**src/tdc_cfg_pkg.sv**
```systemverilog
// Package of offsets, field positions, reset values and timing constants.
// How it works
// [RULE_01] Cycle clock select bit 6: 0 slow 32.768 kHz clock, 1 is 128 fast periods.
// [RULE_02] Bit 7 picks 2 or 7 discarded dummy temperature measurements.
// [RULE_03] Cycle time bit 8 picks 150 us or 300 us per temperature cycle.
// [RULE_04] Port count bit 9 picks two or four sensor ports.
// [RULE_05] Oscillator field 10-11: off, on, on after 640 us or 1280 us.
// [RULE_06] Predivider field 12-13 divides reference clock by 1, 2, 4, 4.
// [RULE_07] Calibration length field 14-15 picks 2, 4, 8 or 16 slow periods.
// [RULE_08] Fire divider 16-19 divides by value plus one; zero must not be written.
// [RULE_09] Pulse count 20-23 gives 1 to 15 pulses; zero switches generator off.
// [RULE_10] Expected hits fields: zero disables channel, 1-4 hits, 5-7 forbidden.
// [RULE_11] Short range result is operand a minus operand b by selector code.
// [RULE_12] Long range: host sets operand a to start code, b to 2-4.
// [RULE_13] Three 19-bit window delays, 14.5 fixed point in reference periods.
// [RULE_14] Edge bits 19, 20: 0 single edge, 1 both edges per channel.
// [RULE_15] Interrupt enables 21-23 gate sources, ORed onto one output.
// [RULE_16] Long range timeout field 19-20 picks 64 us to 4.096 ms.
// [RULE_17] Error value enable makes timeout write all ones as result.
// [RULE_18] Fourth register bit 22 enables fast init mode.
// [RULE_19] Phase bits 0-15 invert the matching pulse of the fire sequence.
// [RULE_20] Repetition field 16-18 repeats the fire sequence 0 to 7 more times.
// [RULE_21] Sixth register bit 19 disables phase noise, bit 20 adds start noise.
// [RULE_22] Bit 21 inverts fire output two, 22 disables it, 23 disables one.
// [RULE_23] Reset loads every field with its default value.
// [RULE_24] Upper 8 bits of second register are readable for link checking.
// [RULE_25] Fields drive static outputs, updated only when a write completes.
`default_nettype none
package tdc_cfg_pkg;
   // ************************************************************
   // Register map and widths.
   // ************************************************************
   localparam int          REG_COUNT    = 6;
   localparam int          REG_WIDTH    = 24;
   localparam logic [7:0]  ADDR_CFG0    = 8'h00;
   localparam logic [7:0]  ADDR_CFG1    = 8'h04;
   localparam logic [7:0]  ADDR_CFG2    = 8'h08;
   localparam logic [7:0]  ADDR_CFG3    = 8'h0C;
   localparam logic [7:0]  ADDR_CFG4    = 8'h10;
   localparam logic [7:0]  ADDR_CFG5    = 8'h14;
   localparam logic [7:0]  ADDR_ECHO    = 8'h18;
   // Reset values taken from the default column.
   localparam logic [23:0] RST_CFG0     = 24'h000668;
   localparam logic [23:0] RST_CFG1     = 24'h554000;
   localparam logic [23:0] RST_CFG2     = 24'h200000;
   localparam logic [23:0] RST_CFG3     = 24'h180000;
   localparam logic [23:0] RST_CFG4     = 24'h200000;
   localparam logic [23:0] RST_CFG5     = 24'h000000;
   // Bit positions of single flags and of the lowest bit of each field.
   localparam int          POS_CYC_CLK  = 6;
   localparam int          POS_DUMMY    = 7;
   localparam int          POS_CYC_TIME = 8;
   localparam int          POS_PORTS    = 9;
   localparam int          POS_OSC      = 10;
   localparam int          POS_PREDIV   = 12;
   localparam int          POS_CAL      = 14;
   localparam int          POS_FDIV     = 16;
   localparam int          POS_FCNT     = 20;
   localparam int          POS_HITS1    = 8;
   localparam int          POS_HITS2    = 11;
   localparam int          POS_OPA      = 16;
   localparam int          POS_OPB      = 20;
   localparam int          POS_EDGE1    = 19;
   localparam int          POS_EDGE2    = 20;
   localparam int          POS_IRQ      = 21;
   localparam int          POS_TIMO     = 19;
   localparam int          POS_ERRVAL   = 21;
   localparam int          POS_FAST     = 22;
   localparam int          POS_REPEAT   = 16;
   localparam int          POS_NOPHASE  = 19;
   localparam int          POS_SNOISE   = 20;
   localparam int          POS_PCONF    = 21;
   // ************************************************************
   // Timing constants at the documented 4 MHz fast clock.
   // ************************************************************
   localparam int          CYC_SHORT_US = 150;
   localparam int          CYC_LONG_US  = 300;
   localparam int          SETTLE_A_US  = 640;
   localparam int          SETTLE_B_US  = 1280;
   localparam int          FAST_CYC_PER = 128;
   localparam int          DUMMY_FEW    = 2;
   localparam int          DUMMY_MANY   = 7;
   localparam logic [1:0]  AXI_OKAY     = 2'h0;
   localparam logic [1:0]  AXI_SLVERR   = 2'h2;
endpackage
`default_nettype wire

```
**src/tdc_config_register_bank.sv**
```systemverilog
// Top of the configuration register bank with its AXI4-Lite slave.
`default_nettype none
module tdc_config_register_bank (
   input  wire logic        CLK_SYS,
   input  wire logic        SYS_RST,
   input  wire logic [7:0]  S_AXI_AWADDR,
   input  wire logic        S_AXI_AWVALID,
   output logic             S_AXI_AWREADY,
   input  wire logic [31:0] S_AXI_WDATA,
   input  wire logic [3:0]  S_AXI_WSTRB,
   input  wire logic        S_AXI_WVALID,
   output logic             S_AXI_WREADY,
   output logic      [1:0]  S_AXI_BRESP,
   output logic             S_AXI_BVALID,
   input  wire logic        S_AXI_BREADY,
   input  wire logic [7:0]  S_AXI_ARADDR,
   input  wire logic        S_AXI_ARVALID,
   output logic             S_AXI_ARREADY,
   output logic      [31:0] S_AXI_RDATA,
   output logic      [1:0]  S_AXI_RRESP,
   output logic             S_AXI_RVALID,
   input  wire logic        S_AXI_RREADY,
   input  wire logic        ALU_DONE,
   input  wire logic        HITS_DONE,
   input  wire logic        TIMEOUT,
   output logic             IRQ,
   output logic             FORCE_ERR_VALUE,
   output logic             TEMP_CYCLE_CLOCK_SELECT,
   output logic      [7:0]  CYCLE_CLK_FAST_PERIODS,
   output logic      [2:0]  DUMMY_COUNT,
   output logic      [8:0]  TEMP_CYCLE_TIME_US,
   output logic             TEMP_FOUR_PORTS,
   output logic             FAST_OSC_ENABLE,
   output logic      [10:0] FAST_OSC_SETTLE_US,
   output logic      [2:0]  FAST_CLOCK_PREDIVIDER,
   output logic      [4:0]  RESONATOR_CAL_LENGTH,
   output logic      [4:0]  FIRE_DIVIDE,
   output logic      [3:0]  PULSE_COUNT,
   output logic             FIRE_ENABLE,
   output logic      [2:0]  EXPECTED_HITS_CH1,
   output logic      [2:0]  EXPECTED_HITS_CH2,
   output logic             CH1_ENABLE,
   output logic             CH2_ENABLE,
   output logic      [3:0]  ALU_OPERAND_A,
   output logic      [3:0]  ALU_OPERAND_B,
   output logic      [18:0] WINDOW_DELAY_FIRST,
   output logic      [18:0] WINDOW_DELAY_SECOND,
   output logic      [18:0] WINDOW_DELAY_THIRD,
   output logic             EDGE_MODE_CH1,
   output logic             EDGE_MODE_CH2,
   output logic      [1:0]  LONG_RANGE_TIMEOUT_SELECT,
   output logic             FAST_INIT_ENABLE,
   output logic      [15:0] PHASE_INVERT,
   output logic      [2:0]  FIRE_REPEAT,
   output logic             PHASE_SHIFT_DISABLE,
   output logic             START_NOISE_ENABLE,
   output logic             FIRE1_DISABLE,
   output logic             FIRE2_DISABLE,
   output logic             FIRE2_INVERT
);
   // ************************************************************
   // Storage.
   // ************************************************************
   logic [23:0] cfg [tdc_cfg_pkg::REG_COUNT];
   logic        aw_held;
   logic        w_held;
   logic [7:0]  aw_addr;
   logic [31:0] w_data;
   logic [3:0]  w_strb;
   logic        wr_fire;
   logic        wr_hit;
   logic [2:0]  wr_index;

   // Maps a byte address to a register index; 7 means unmapped.
   function automatic logic [2:0] reg_index(input logic [7:0] a);
      unique case (a)
         tdc_cfg_pkg::ADDR_CFG0: reg_index = 3'h0;
         tdc_cfg_pkg::ADDR_CFG1: reg_index = 3'h1;
         tdc_cfg_pkg::ADDR_CFG2: reg_index = 3'h2;
         tdc_cfg_pkg::ADDR_CFG3: reg_index = 3'h3;
         tdc_cfg_pkg::ADDR_CFG4: reg_index = 3'h4;
         tdc_cfg_pkg::ADDR_CFG5: reg_index = 3'h5;
         default:                reg_index = 3'h7;
      endcase
   endfunction

   // ************************************************************
   // Write channel.
   // ************************************************************
   // Address and data are caught in either order and held until both
   // are in; the response then stalls further writes until accepted.
   assign S_AXI_AWREADY = !aw_held && !S_AXI_BVALID;
   assign S_AXI_WREADY  = !w_held && !S_AXI_BVALID;
   assign wr_fire  = aw_held && w_held && !S_AXI_BVALID;
   assign wr_index = reg_index(aw_addr);
   assign wr_hit   = wr_index != 3'h7;

   // Capture of address.
   always_ff @(posedge CLK_SYS) begin
      if (SYS_RST) begin
         aw_held <= 1'b0;
         aw_addr <= 8'h00;
      end else if (S_AXI_AWVALID && S_AXI_AWREADY) begin
         aw_held <= 1'b1;
         aw_addr <= S_AXI_AWADDR;
      end else if (wr_fire) begin
         aw_held <= 1'b0;
      end
   end

   // Capture of data.
   always_ff @(posedge CLK_SYS) begin
      if (SYS_RST) begin
         w_held <= 1'b0;
         w_data <= 32'h00000000;
         w_strb <= 4'h0;
      end else if (S_AXI_WVALID && S_AXI_WREADY) begin
         w_held <= 1'b1;
         w_data <= S_AXI_WDATA;
         w_strb <= S_AXI_WSTRB;
      end else if (wr_fire) begin
         w_held <= 1'b0;
      end
   end

   // Write response; unmapped addresses answer with a slave error.
   always_ff @(posedge CLK_SYS) begin
      if (SYS_RST) begin
         S_AXI_BVALID <= 1'b0;
         S_AXI_BRESP  <= tdc_cfg_pkg::AXI_OKAY;
      end else if (wr_fire) begin
         S_AXI_BVALID <= 1'b1;
         S_AXI_BRESP  <= wr_hit ? tdc_cfg_pkg::AXI_OKAY :
                                  tdc_cfg_pkg::AXI_SLVERR;
      end else if (S_AXI_BREADY) begin
         S_AXI_BVALID <= 1'b0;
      end
   end

   // Registers change only when a whole write lands, byte lanes honoured.
   always_ff @(posedge CLK_SYS) begin
      if (SYS_RST) begin
         cfg[0] <= tdc_cfg_pkg::RST_CFG0; // RULE_23
         cfg[1] <= tdc_cfg_pkg::RST_CFG1; // RULE_23
         cfg[2] <= tdc_cfg_pkg::RST_CFG2; // RULE_23
         cfg[3] <= tdc_cfg_pkg::RST_CFG3; // RULE_23
         cfg[4] <= tdc_cfg_pkg::RST_CFG4; // RULE_23
         cfg[5] <= tdc_cfg_pkg::RST_CFG5; // RULE_23
      end else if (wr_fire && wr_hit) begin // RULE_25
         for (int b = 0; b < 3; b++) begin
            if (w_strb[b]) begin
               cfg[wr_index][b*8 +: 8] <= w_data[b*8 +: 8];
            end
         end
      end
   end

   // ************************************************************
   // Read channel.
   // ************************************************************
   // Configuration is write-only; only the echo byte is readable.
   assign S_AXI_ARREADY = !S_AXI_RVALID;

   always_ff @(posedge CLK_SYS) begin
      if (SYS_RST) begin
         S_AXI_RVALID <= 1'b0;
         S_AXI_RDATA  <= 32'h00000000;
         S_AXI_RRESP  <= tdc_cfg_pkg::AXI_OKAY;
      end else if (S_AXI_ARVALID && S_AXI_ARREADY) begin
         S_AXI_RVALID <= 1'b1;
         if (S_AXI_ARADDR == tdc_cfg_pkg::ADDR_ECHO) begin
            S_AXI_RDATA <= {24'h000000, cfg[1][23:16]}; // RULE_24
            S_AXI_RRESP <= tdc_cfg_pkg::AXI_OKAY;
         end else begin
            S_AXI_RDATA <= 32'h00000000;
            S_AXI_RRESP <= tdc_cfg_pkg::AXI_SLVERR;
         end
      end else if (S_AXI_RREADY) begin
         S_AXI_RVALID <= 1'b0;
      end
   end

   // ************************************************************
   // Decoded and raw control outputs.
   // ************************************************************
   tdc_cfg_decode u_decode (
      .cfg0                   (cfg[0]),
      .cfg3                   (cfg[3]),
      .dummy_count            (DUMMY_COUNT),
      .cycle_time_us          (TEMP_CYCLE_TIME_US),
      .prediv_factor          (FAST_CLOCK_PREDIVIDER),
      .cal_periods            (RESONATOR_CAL_LENGTH),
      .fire_divide            (FIRE_DIVIDE),
      .settle_us              (FAST_OSC_SETTLE_US),
      .osc_enable             (FAST_OSC_ENABLE),
      .cycle_clk_fast_periods (CYCLE_CLK_FAST_PERIODS)
   );

   // Raw fields straight from the registers, so they are static.
   assign TEMP_CYCLE_CLOCK_SELECT = cfg[0][tdc_cfg_pkg::POS_CYC_CLK]; // RULE_01
   assign TEMP_FOUR_PORTS = cfg[0][tdc_cfg_pkg::POS_PORTS]; // RULE_04
   assign PULSE_COUNT = cfg[0][tdc_cfg_pkg::POS_FCNT +: 4]; // RULE_09
   assign FIRE_ENABLE = PULSE_COUNT != 4'h0; // RULE_09
   assign EXPECTED_HITS_CH1 = cfg[1][tdc_cfg_pkg::POS_HITS1 +: 3]; // RULE_10
   assign EXPECTED_HITS_CH2 = cfg[1][tdc_cfg_pkg::POS_HITS2 +: 3]; // RULE_10
   assign CH1_ENABLE = EXPECTED_HITS_CH1 != 3'h0; // RULE_10
   assign CH2_ENABLE = EXPECTED_HITS_CH2 != 3'h0; // RULE_10
   // The ALU reads operands as selector codes; a minus b in short range.
   assign ALU_OPERAND_A = cfg[1][tdc_cfg_pkg::POS_OPA +: 4]; // RULE_11
   assign ALU_OPERAND_B = cfg[1][tdc_cfg_pkg::POS_OPB +: 4]; // RULE_11
   assign WINDOW_DELAY_FIRST  = cfg[2][18:0]; // RULE_13
   assign WINDOW_DELAY_SECOND = cfg[3][18:0]; // RULE_13
   assign WINDOW_DELAY_THIRD  = cfg[4][18:0]; // RULE_13
   assign EDGE_MODE_CH1 = cfg[2][tdc_cfg_pkg::POS_EDGE1]; // RULE_14
   assign EDGE_MODE_CH2 = cfg[2][tdc_cfg_pkg::POS_EDGE2]; // RULE_14
   assign LONG_RANGE_TIMEOUT_SELECT = cfg[3][tdc_cfg_pkg::POS_TIMO +: 2]; // RULE_16
   assign FAST_INIT_ENABLE = cfg[3][tdc_cfg_pkg::POS_FAST]; // RULE_18
   assign PHASE_INVERT = cfg[5][15:0]; // RULE_19
   assign FIRE_REPEAT = cfg[5][tdc_cfg_pkg::POS_REPEAT +: 3]; // RULE_20
   assign PHASE_SHIFT_DISABLE = cfg[5][tdc_cfg_pkg::POS_NOPHASE]; // RULE_21
   assign START_NOISE_ENABLE = cfg[5][tdc_cfg_pkg::POS_SNOISE]; // RULE_21
   assign FIRE2_INVERT  = cfg[5][tdc_cfg_pkg::POS_PCONF]; // RULE_22
   assign FIRE2_DISABLE = cfg[5][tdc_cfg_pkg::POS_PCONF + 1]; // RULE_22
   assign FIRE1_DISABLE = cfg[5][tdc_cfg_pkg::POS_PCONF + 2]; // RULE_22

   // Enabled sources are ORed; the sources are same-clock levels.
   assign IRQ = |({TIMEOUT, HITS_DONE, ALU_DONE} &
                  cfg[2][tdc_cfg_pkg::POS_IRQ +: 3]); // RULE_15
   // A timeout asks the ALU to store all ones only when enabled.
   assign FORCE_ERR_VALUE = TIMEOUT &&
                            cfg[3][tdc_cfg_pkg::POS_ERRVAL]; // RULE_17

   // ************************************************************
   // Assertions.
   // ************************************************************
   bresp_after_write_a: assert property (@(posedge CLK_SYS)
      disable iff (SYS_RST) wr_fire |=> S_AXI_BVALID)
      else $error("write response missing"); // RULE_25
   cfg_stable_a: assert property (@(posedge CLK_SYS)
      disable iff (SYS_RST) !wr_fire |=> $stable(cfg[5]))
      else $error("register changed without write"); // RULE_25
   echo_byte_a: assert property (@(posedge CLK_SYS)
      disable iff (SYS_RST)
      (S_AXI_ARVALID && S_AXI_ARREADY &&
       S_AXI_ARADDR == tdc_cfg_pkg::ADDR_ECHO)
      |=> S_AXI_RDATA[7:0] == $past(cfg[1][23:16]))
      else $error("echo byte wrong"); // RULE_24
   reset_default_a: assert property (@(posedge CLK_SYS)
      SYS_RST |=> cfg[1] == tdc_cfg_pkg::RST_CFG1)
      else $error("reset default not loaded"); // RULE_23
   irq_gate_a: assert property (@(posedge CLK_SYS)
      disable iff (SYS_RST)
      (ALU_DONE && cfg[2][tdc_cfg_pkg::POS_IRQ]) |-> IRQ)
      else $error("enabled source gives no interrupt"); // RULE_15
   irq_quiet_a: assert property (@(posedge CLK_SYS)
      disable iff (SYS_RST)
      (cfg[2][23:21] == 3'h0) |-> !IRQ)
      else $error("masked interrupt raised"); // RULE_15
   err_force_a: assert property (@(posedge CLK_SYS)
      disable iff (SYS_RST)
      FORCE_ERR_VALUE |-> (TIMEOUT && cfg[3][21]))
      else $error("error value forced wrongly"); // RULE_17
   fire_div_a: assert property (@(posedge CLK_SYS)
      disable iff (SYS_RST)
      FIRE_DIVIDE == 5'(cfg[0][19:16]) + 5'h01)
      else $error("fire divide wrong"); // RULE_08
   prediv_a: assert property (@(posedge CLK_SYS)
      disable iff (SYS_RST)
      cfg[0][13] |-> FAST_CLOCK_PREDIVIDER == 3'h4)
      else $error("predivider wrong"); // RULE_06
   ch_disable_a: assert property (@(posedge CLK_SYS)
      disable iff (SYS_RST)
      CH1_ENABLE == (cfg[1][10:8] != 3'h0))
      else $error("channel enable wrong"); // RULE_10
endmodule // tdc_config_register_bank
`default_nettype wire

```
**src/tdc_cfg_decode.sv**
```systemverilog
// Decoder that turns raw fields into ready-to-use control values.
`default_nettype none
module tdc_cfg_decode (
   input  wire logic [23:0] cfg0,
   input  wire logic [23:0] cfg3,
   output logic      [2:0]  dummy_count,
   output logic      [8:0]  cycle_time_us,
   output logic      [2:0]  prediv_factor,
   output logic      [4:0]  cal_periods,
   output logic      [4:0]  fire_divide,
   output logic      [10:0] settle_us,
   output logic             osc_enable,
   output logic      [7:0]  cycle_clk_fast_periods
);
   // ************************************************************
   // Decoding of field codes.
   // ************************************************************
   // Each decode is a pure table, so software sees the effect at once.
   always_comb begin
      dummy_count = cfg0[tdc_cfg_pkg::POS_DUMMY] ?
         3'(tdc_cfg_pkg::DUMMY_MANY) : 3'(tdc_cfg_pkg::DUMMY_FEW); // RULE_02
      cycle_time_us = cfg0[tdc_cfg_pkg::POS_CYC_TIME] ?
         9'(tdc_cfg_pkg::CYC_LONG_US) :
         9'(tdc_cfg_pkg::CYC_SHORT_US); // RULE_03
      // A zero period count means the slow crystal clock is used.
      cycle_clk_fast_periods = cfg0[tdc_cfg_pkg::POS_CYC_CLK] ?
         8'(tdc_cfg_pkg::FAST_CYC_PER) : 8'h00; // RULE_01
      unique case (cfg0[tdc_cfg_pkg::POS_PREDIV +: 2]) // RULE_06
         2'h0: prediv_factor = 3'h1;
         2'h1: prediv_factor = 3'h2;
         default: prediv_factor = 3'h4;
      endcase
      cal_periods = 5'(5'h02 << cfg0[tdc_cfg_pkg::POS_CAL +: 2]); // RULE_07
      // Code zero is forbidden; it decodes to one so nothing divides by 0.
      fire_divide = 5'(cfg0[tdc_cfg_pkg::POS_FDIV +: 4]) + 5'h01; // RULE_08
      osc_enable = cfg0[tdc_cfg_pkg::POS_OSC +: 2] != 2'h0; // RULE_05
      unique case (cfg0[tdc_cfg_pkg::POS_OSC +: 2]) // RULE_05
         2'h2: settle_us = 11'(tdc_cfg_pkg::SETTLE_A_US);
         2'h3: settle_us = 11'(tdc_cfg_pkg::SETTLE_B_US);
         default: settle_us = 11'h000;
      endcase
   end
   // The timeout field is passed raw by the top; unused here.
   logic unused_cfg3;
   assign unused_cfg3 = ^cfg3;
endmodule // tdc_cfg_decode
`default_nettype wire

```
**config.mk**
```make
export PLATFORM = sky130hd
export DESIGN_NAME = tdc_config_register_bank
export DESIGN_NICKNAME = d
export VERILOG_FILES = /design/src/tdc_cfg_pkg.sv /design/src/tdc_config_register_bank.sv /design/src/tdc_cfg_decode.sv
export SDC_FILE = /design/constraint.sdc
export NUM_CORES = 1
export LEC_CHECK = 0
export BUFFER_PORTS_ARGS = -buffer_cell sky130_fd_sc_hd__clkbuf_2
export CORE_MARGIN = 2
export CORE_UTILIZATION = 55
export CTS_BUF_LIST = sky130_fd_sc_hd__clkbuf_2 sky130_fd_sc_hd__clkbuf_4 sky130_fd_sc_hd__clkbuf_8
export DETAILED_ROUTE_END_ITERATION = 16
export PLACE_DENSITY = 0.87
export SYNTH_ARGS = -nofsm -noshare
export SYNTH_HDL_FRONTEND = slang
export SYNTH_SLANG_ARGS = --single-unit
```
**constraint.sdc**
```tcl
create_clock -name CLK_SYS -period 3.3 [get_ports CLK_SYS]
set_input_delay 0.66 -clock CLK_SYS [delete_from_list [all_inputs] [get_ports CLK_SYS]]
set_output_delay 0.66 -clock CLK_SYS [all_outputs]
set_load 0.02 [all_outputs]
```
# After elaboration in Yosys (flattened, before gate mapping)

Memories as Yosys holds them, arrays and structs flattened.
Cells that the tools add are included.

Word-level logic and storage cells: 82
Memories kept: 1
Bits in writable memories: 144
Output and inout bits: 197
Register bits after elaboration: 75
Bits of input ports: 62

Multiplexer cells: 33
Bitwise gates (word level): 1
$add $sub $neg: 1
Eq/ne operators: 10
Reduce and logical (&&, ||, !) cells: 25
Shifts and indexed selects: 1

Memory list:

| memory | words | bits a word | read ports | clocked after Yosys merged registers in | wr ports | RTL line                       | source |
|---|---|---|---|---|---|---|---|
| cfg    | 6     | 24          | 6          | 0                                       | 6        | tdc_config_register_bank.sv:64 | `logic [23:0] cfg [tdc_cfg_pkg::REG_COUNT];` |

Operators with widths:

| cell                  | number |
|---|---|
| $eq A8 B5 Y1 const B  | 3 |
| $mux W24              | 1 |
| $reduce_or A24 Y1     | 1 |
| $pmux W11 S2          | 1 |
| $mux W1               | 21 |
| $pmux W3 S6           | 1 |
| $eq A8 B4 Y1 const B  | 2 |
| $mux W8               | 2 |
| $reduce_bool A2 Y1    | 5 |
| $logic_and A1 B1 Y1   | 9 |
| $mux W3               | 3 |
| $mux W9               | 1 |
| $eq A8 B3 Y1 const B  | 1 |
| $logic_not A8 Y1      | 1 |
| $pmux W3 S2           | 1 |
| $reduce_bool A3 Y1    | 2 |
| $add A4 B1 Y5 const B | 1 |
| $shl A2 B2 Y5 const A | 1 |
| $eq A2 B2 Y1 const B  | 2 |
| $logic_not A1 Y1      | 4 |
| $mux W2               | 2 |
| $reduce_bool A4 Y1    | 1 |
| $and A3 B3 Y3         | 1 |
| $ne A3 B3 Y1 const B  | 1 |
| 3 further kinds       | 3 |

# Logic depth before layout (Yosys ltp)

Depth after elaboration: 9
Mapped depth: 7
Depth with buffers taken out: 4

# By module

Synthesis repeated with hierarchy kept, for this count alone.

Cells, all modules: 651
Area, all modules: 8,041.5 um^2

By module, submodules not included:

| module                   | cells an instance | seq. area each (um^2) | area each (um^2) | times used |
|---|---|---|---|---|
| tdc_config_register_bank | 603               | 4,854.7               | 7,711.1          | 1 |
| tdc_cfg_decode           | 48                | 0.0                   | 330.3            | 1 |

# Least setup slack after synthesis

Ideal clock, no wire load.

Kind: input to register
Start: in SYS_RST
End: mem cfg[4][10] (enable)
Stages on the path: 4
Required time: 2,916 ps
Setup slack: 1,152 ps
Arrival: 1,764 ps
Library setup time: 384 ps
Path buffers: 1
Cell sequence: inv_1 clkbuf_1 nand2_1 o21ai_0

RTL lines:

| item               | RTL line                       | source |
|---|---|---|
| start: declaration | tdc_config_register_bank.sv:5  | `input wire logic SYS_RST,` |
| end: declaration   | tdc_config_register_bank.sv:64 |  |

==> metrics <==
core region area 13300 sq um; Starting DRT DRC Count 290; Root Driver clkbuf_8; hold_sp S_AXI_RREADY; Cell Rows 42; Setup Buffers After CTS 0; detailed-route via count 4952; switching power total 1.09 mW; Worst-Margin Slew 0.881 ns; FF+latch count, synth 171; ranking of synthesized cells by area edfxtp_1 49%, dfxtp_1 13%, buf_4 10%; yosys warns 0; Post-synth EDFFs 122; status finished, final reports clean; sequential share of power 55.6%; setup TNS 0 ns; Detailed Route WL 16.2 mm; Hold Crit Class primary input to flop; R2R depth 4; Mapped Area 7530 sq um; Starting Density 56.6%; f_max 414 MHz; vias in the first global route 4479; CTS max path bufs 2; worst reg2reg endpoint cfg[2][4]; RSZ-0062 raised after global routing false; P_int 3.31 mW; most common cell after layout, fill and taps aside clkbuf_2; Required @ worst endpoint 3.39 ns; gp weighted congestion 0.818; final setup fails 0; Avg WL per Cell 16.2 um; # clock sinks 171; HPWL Detailed 11.8 mm; Tmin final 2.42 ns; WHS Path Cells 2; Clk pwr share 34.9%; max_cap viols 0; hold worst-path end S_AXI_RVALID; fillers 1043; cts hold-fix bufs 0; layout cell share with drive strength beyond 1 32.8%; relative slew slack 41.0%; Yosys cell types 50; Reg clk slew, reported paths 0.08 ns; Reg-to-Reg Start w_held; I/O pins 259; cell taking the most area after synthesis edfxtp_1; Antenna Diode Count 0; maximum vdd drop 0.246 mV; syn avg cell area 11.6 sq um; largest net degree at the start of global routing 39; Cells after Synth 650; CP arrival 2.51 ns; Area growth, synth to finish 14.1%; Clock Skews 0.0145 ns; sequential area share after synthesis 61.7%; DRC Markers 0; nets 869; Sw Share 24.7%; ys flop type edfxtp_1; Max Slew Vio Count 0; R2R setup slack 0.88 ns; Vias/cell 4.98; ys async rst share 0%; Detail Route Antenna Nets 0; most frequent cells in the layout 204 x clkbuf_2, 122 x edfxtp_1, 87 x and2_1; first-pass GRT wire length 24.2 mm; die area 14600 sq um; Detailed Routing Iterations Pass 1 5; CP Class flop to flop; Comb pwr share 9.5%; IO buf count 204; Die Ht 121 um; H-tree depth 4; period utilisation layout 73.3%; clk_lat worst skew 0.44 ns; total power 4.40 mW; initial antenna violation count 0; grt ovf 0; Pleak 3.75 nW; Worst setup EP type flop; PD cells 512 nW/um^2; die width 121 um; CP Max Fanout 25; Hold Vio Cnt, Final 0; number of gates resized after CTS 0; Setup crit start kind flop; post-synth top area share 48.7%; gr usage total 22.3%; CTS buffer count 17; CTS tree done
-- stage by stage --
stage                     worst slack, ns  cells  cell area [sq um]  utilization (%)  hold WS [ns]
after CTS                           0.885    995               8590             64.6         0.370
after global routing                0.727    995               8590             64.6         0.378
final                               0.882    995               8590             64.6         0.401
after detailed placement            0.907    963               8170             61.4         0.449
after global placement              0.917    963               8170             61.4         0.449
after floorplan                      1.15    693               7690                -         0.453
-- cells by family (layout without fill, tap and decap cells) --
family,count (synthesis),in the layout,synth area share (%)
AND/OR/NAND/NOR,269,269,20.3
XOR/XNOR,2,2,0.233
flip-flops,171,171,61.7
adder cells (fa/ha/maj),1,1,0.166
buffers and inverters,137,263,12.1
other,2,45,0.0998
AO/OA/AOI/OAI,68,68,5.40
-- critical path, stage by stage, from the launching register on --
cell,delay (ns)
dfxtp_1,0.39
nor4b_2,0.45
and3_1,0.39
buf_4,0.34
a41o_1,0.50
-- registers in the layout (all words and copies together) (netlist names) --
signal and flops:
cfg 122, w_data 24, S_AXI_RDATA 8, aw_addr 8, w_strb 3, S_AXI_BRESP 1
S_AXI_BVALID 1, S_AXI_RRESP 1, S_AXI_RVALID 1, aw_held 1, w_held 1
-- worst max path at each step --
stage | startpoint | end | slack [ns]
after global routing | w_held | cfg[5][10] | 0.73
after global placement | SYS_RST | cfg[2][17] | 0.92
final | w_held | cfg[2][4] | 0.88
after detailed placement | w_held | cfg[5][10] | 0.91
after floorplan | SYS_RST | cfg[4][10] | 1.15
after CTS | w_held | cfg[2][4] | 0.88
-- cells in the mapped netlist (3+ instances only) --
cell      instances
nand2_1          84
buf_2             4
nand3_1           9
buf_4           100
edfxtp_1        122
a21oi_1          40
o21ai_0           8
and3_1           21
nor2b_1           6
and2_1           87
a22o_1            8
dfxtp_1          49
or2_2             6
nor3_1            3
nor3_2            7
or3_1             4
nand2b_1          4
nor2_1           18
clkbuf_1         15
inv_1            15
-- metal layers --
layer	track usage (%)	routed length, um
met1	28.3	6670
met5	0	0
met3	5.03	1170
met4	8.79	289
met2	37.3	8040
-- power groups by stage --
stage	registers (mW)	clock network (mW)	logic, mW
floorplan	2.50	0	0.318
global placement	2.49	0	0.415
detailed placement	2.49	0	0.420
CTS	2.45	1.55	0.422
global route	2.46	1.64	0.456
finish	2.45	1.53	0.419
-- layout make-up --
| cell class | instances | area [sq um] | share of cell area [%] |
|---|---|---|---|
| Sequential cell | 171 | 4640 | 54.1 |
| Multi-Input combinational cell | 385 | 2130 | 24.8 |
| Timing Repair Buffer | 216 | 1110 | 12.9 |
| Clock buffer | 22 | 284 | 3.31 |
| Tap cell | 176 | 220 | 2.56 |
| Clock inverter | 10 | 140 | 1.63 |
| Inverter | 15 | 56.3 | 0.655 |
Power figures use the tool's default switching activity.
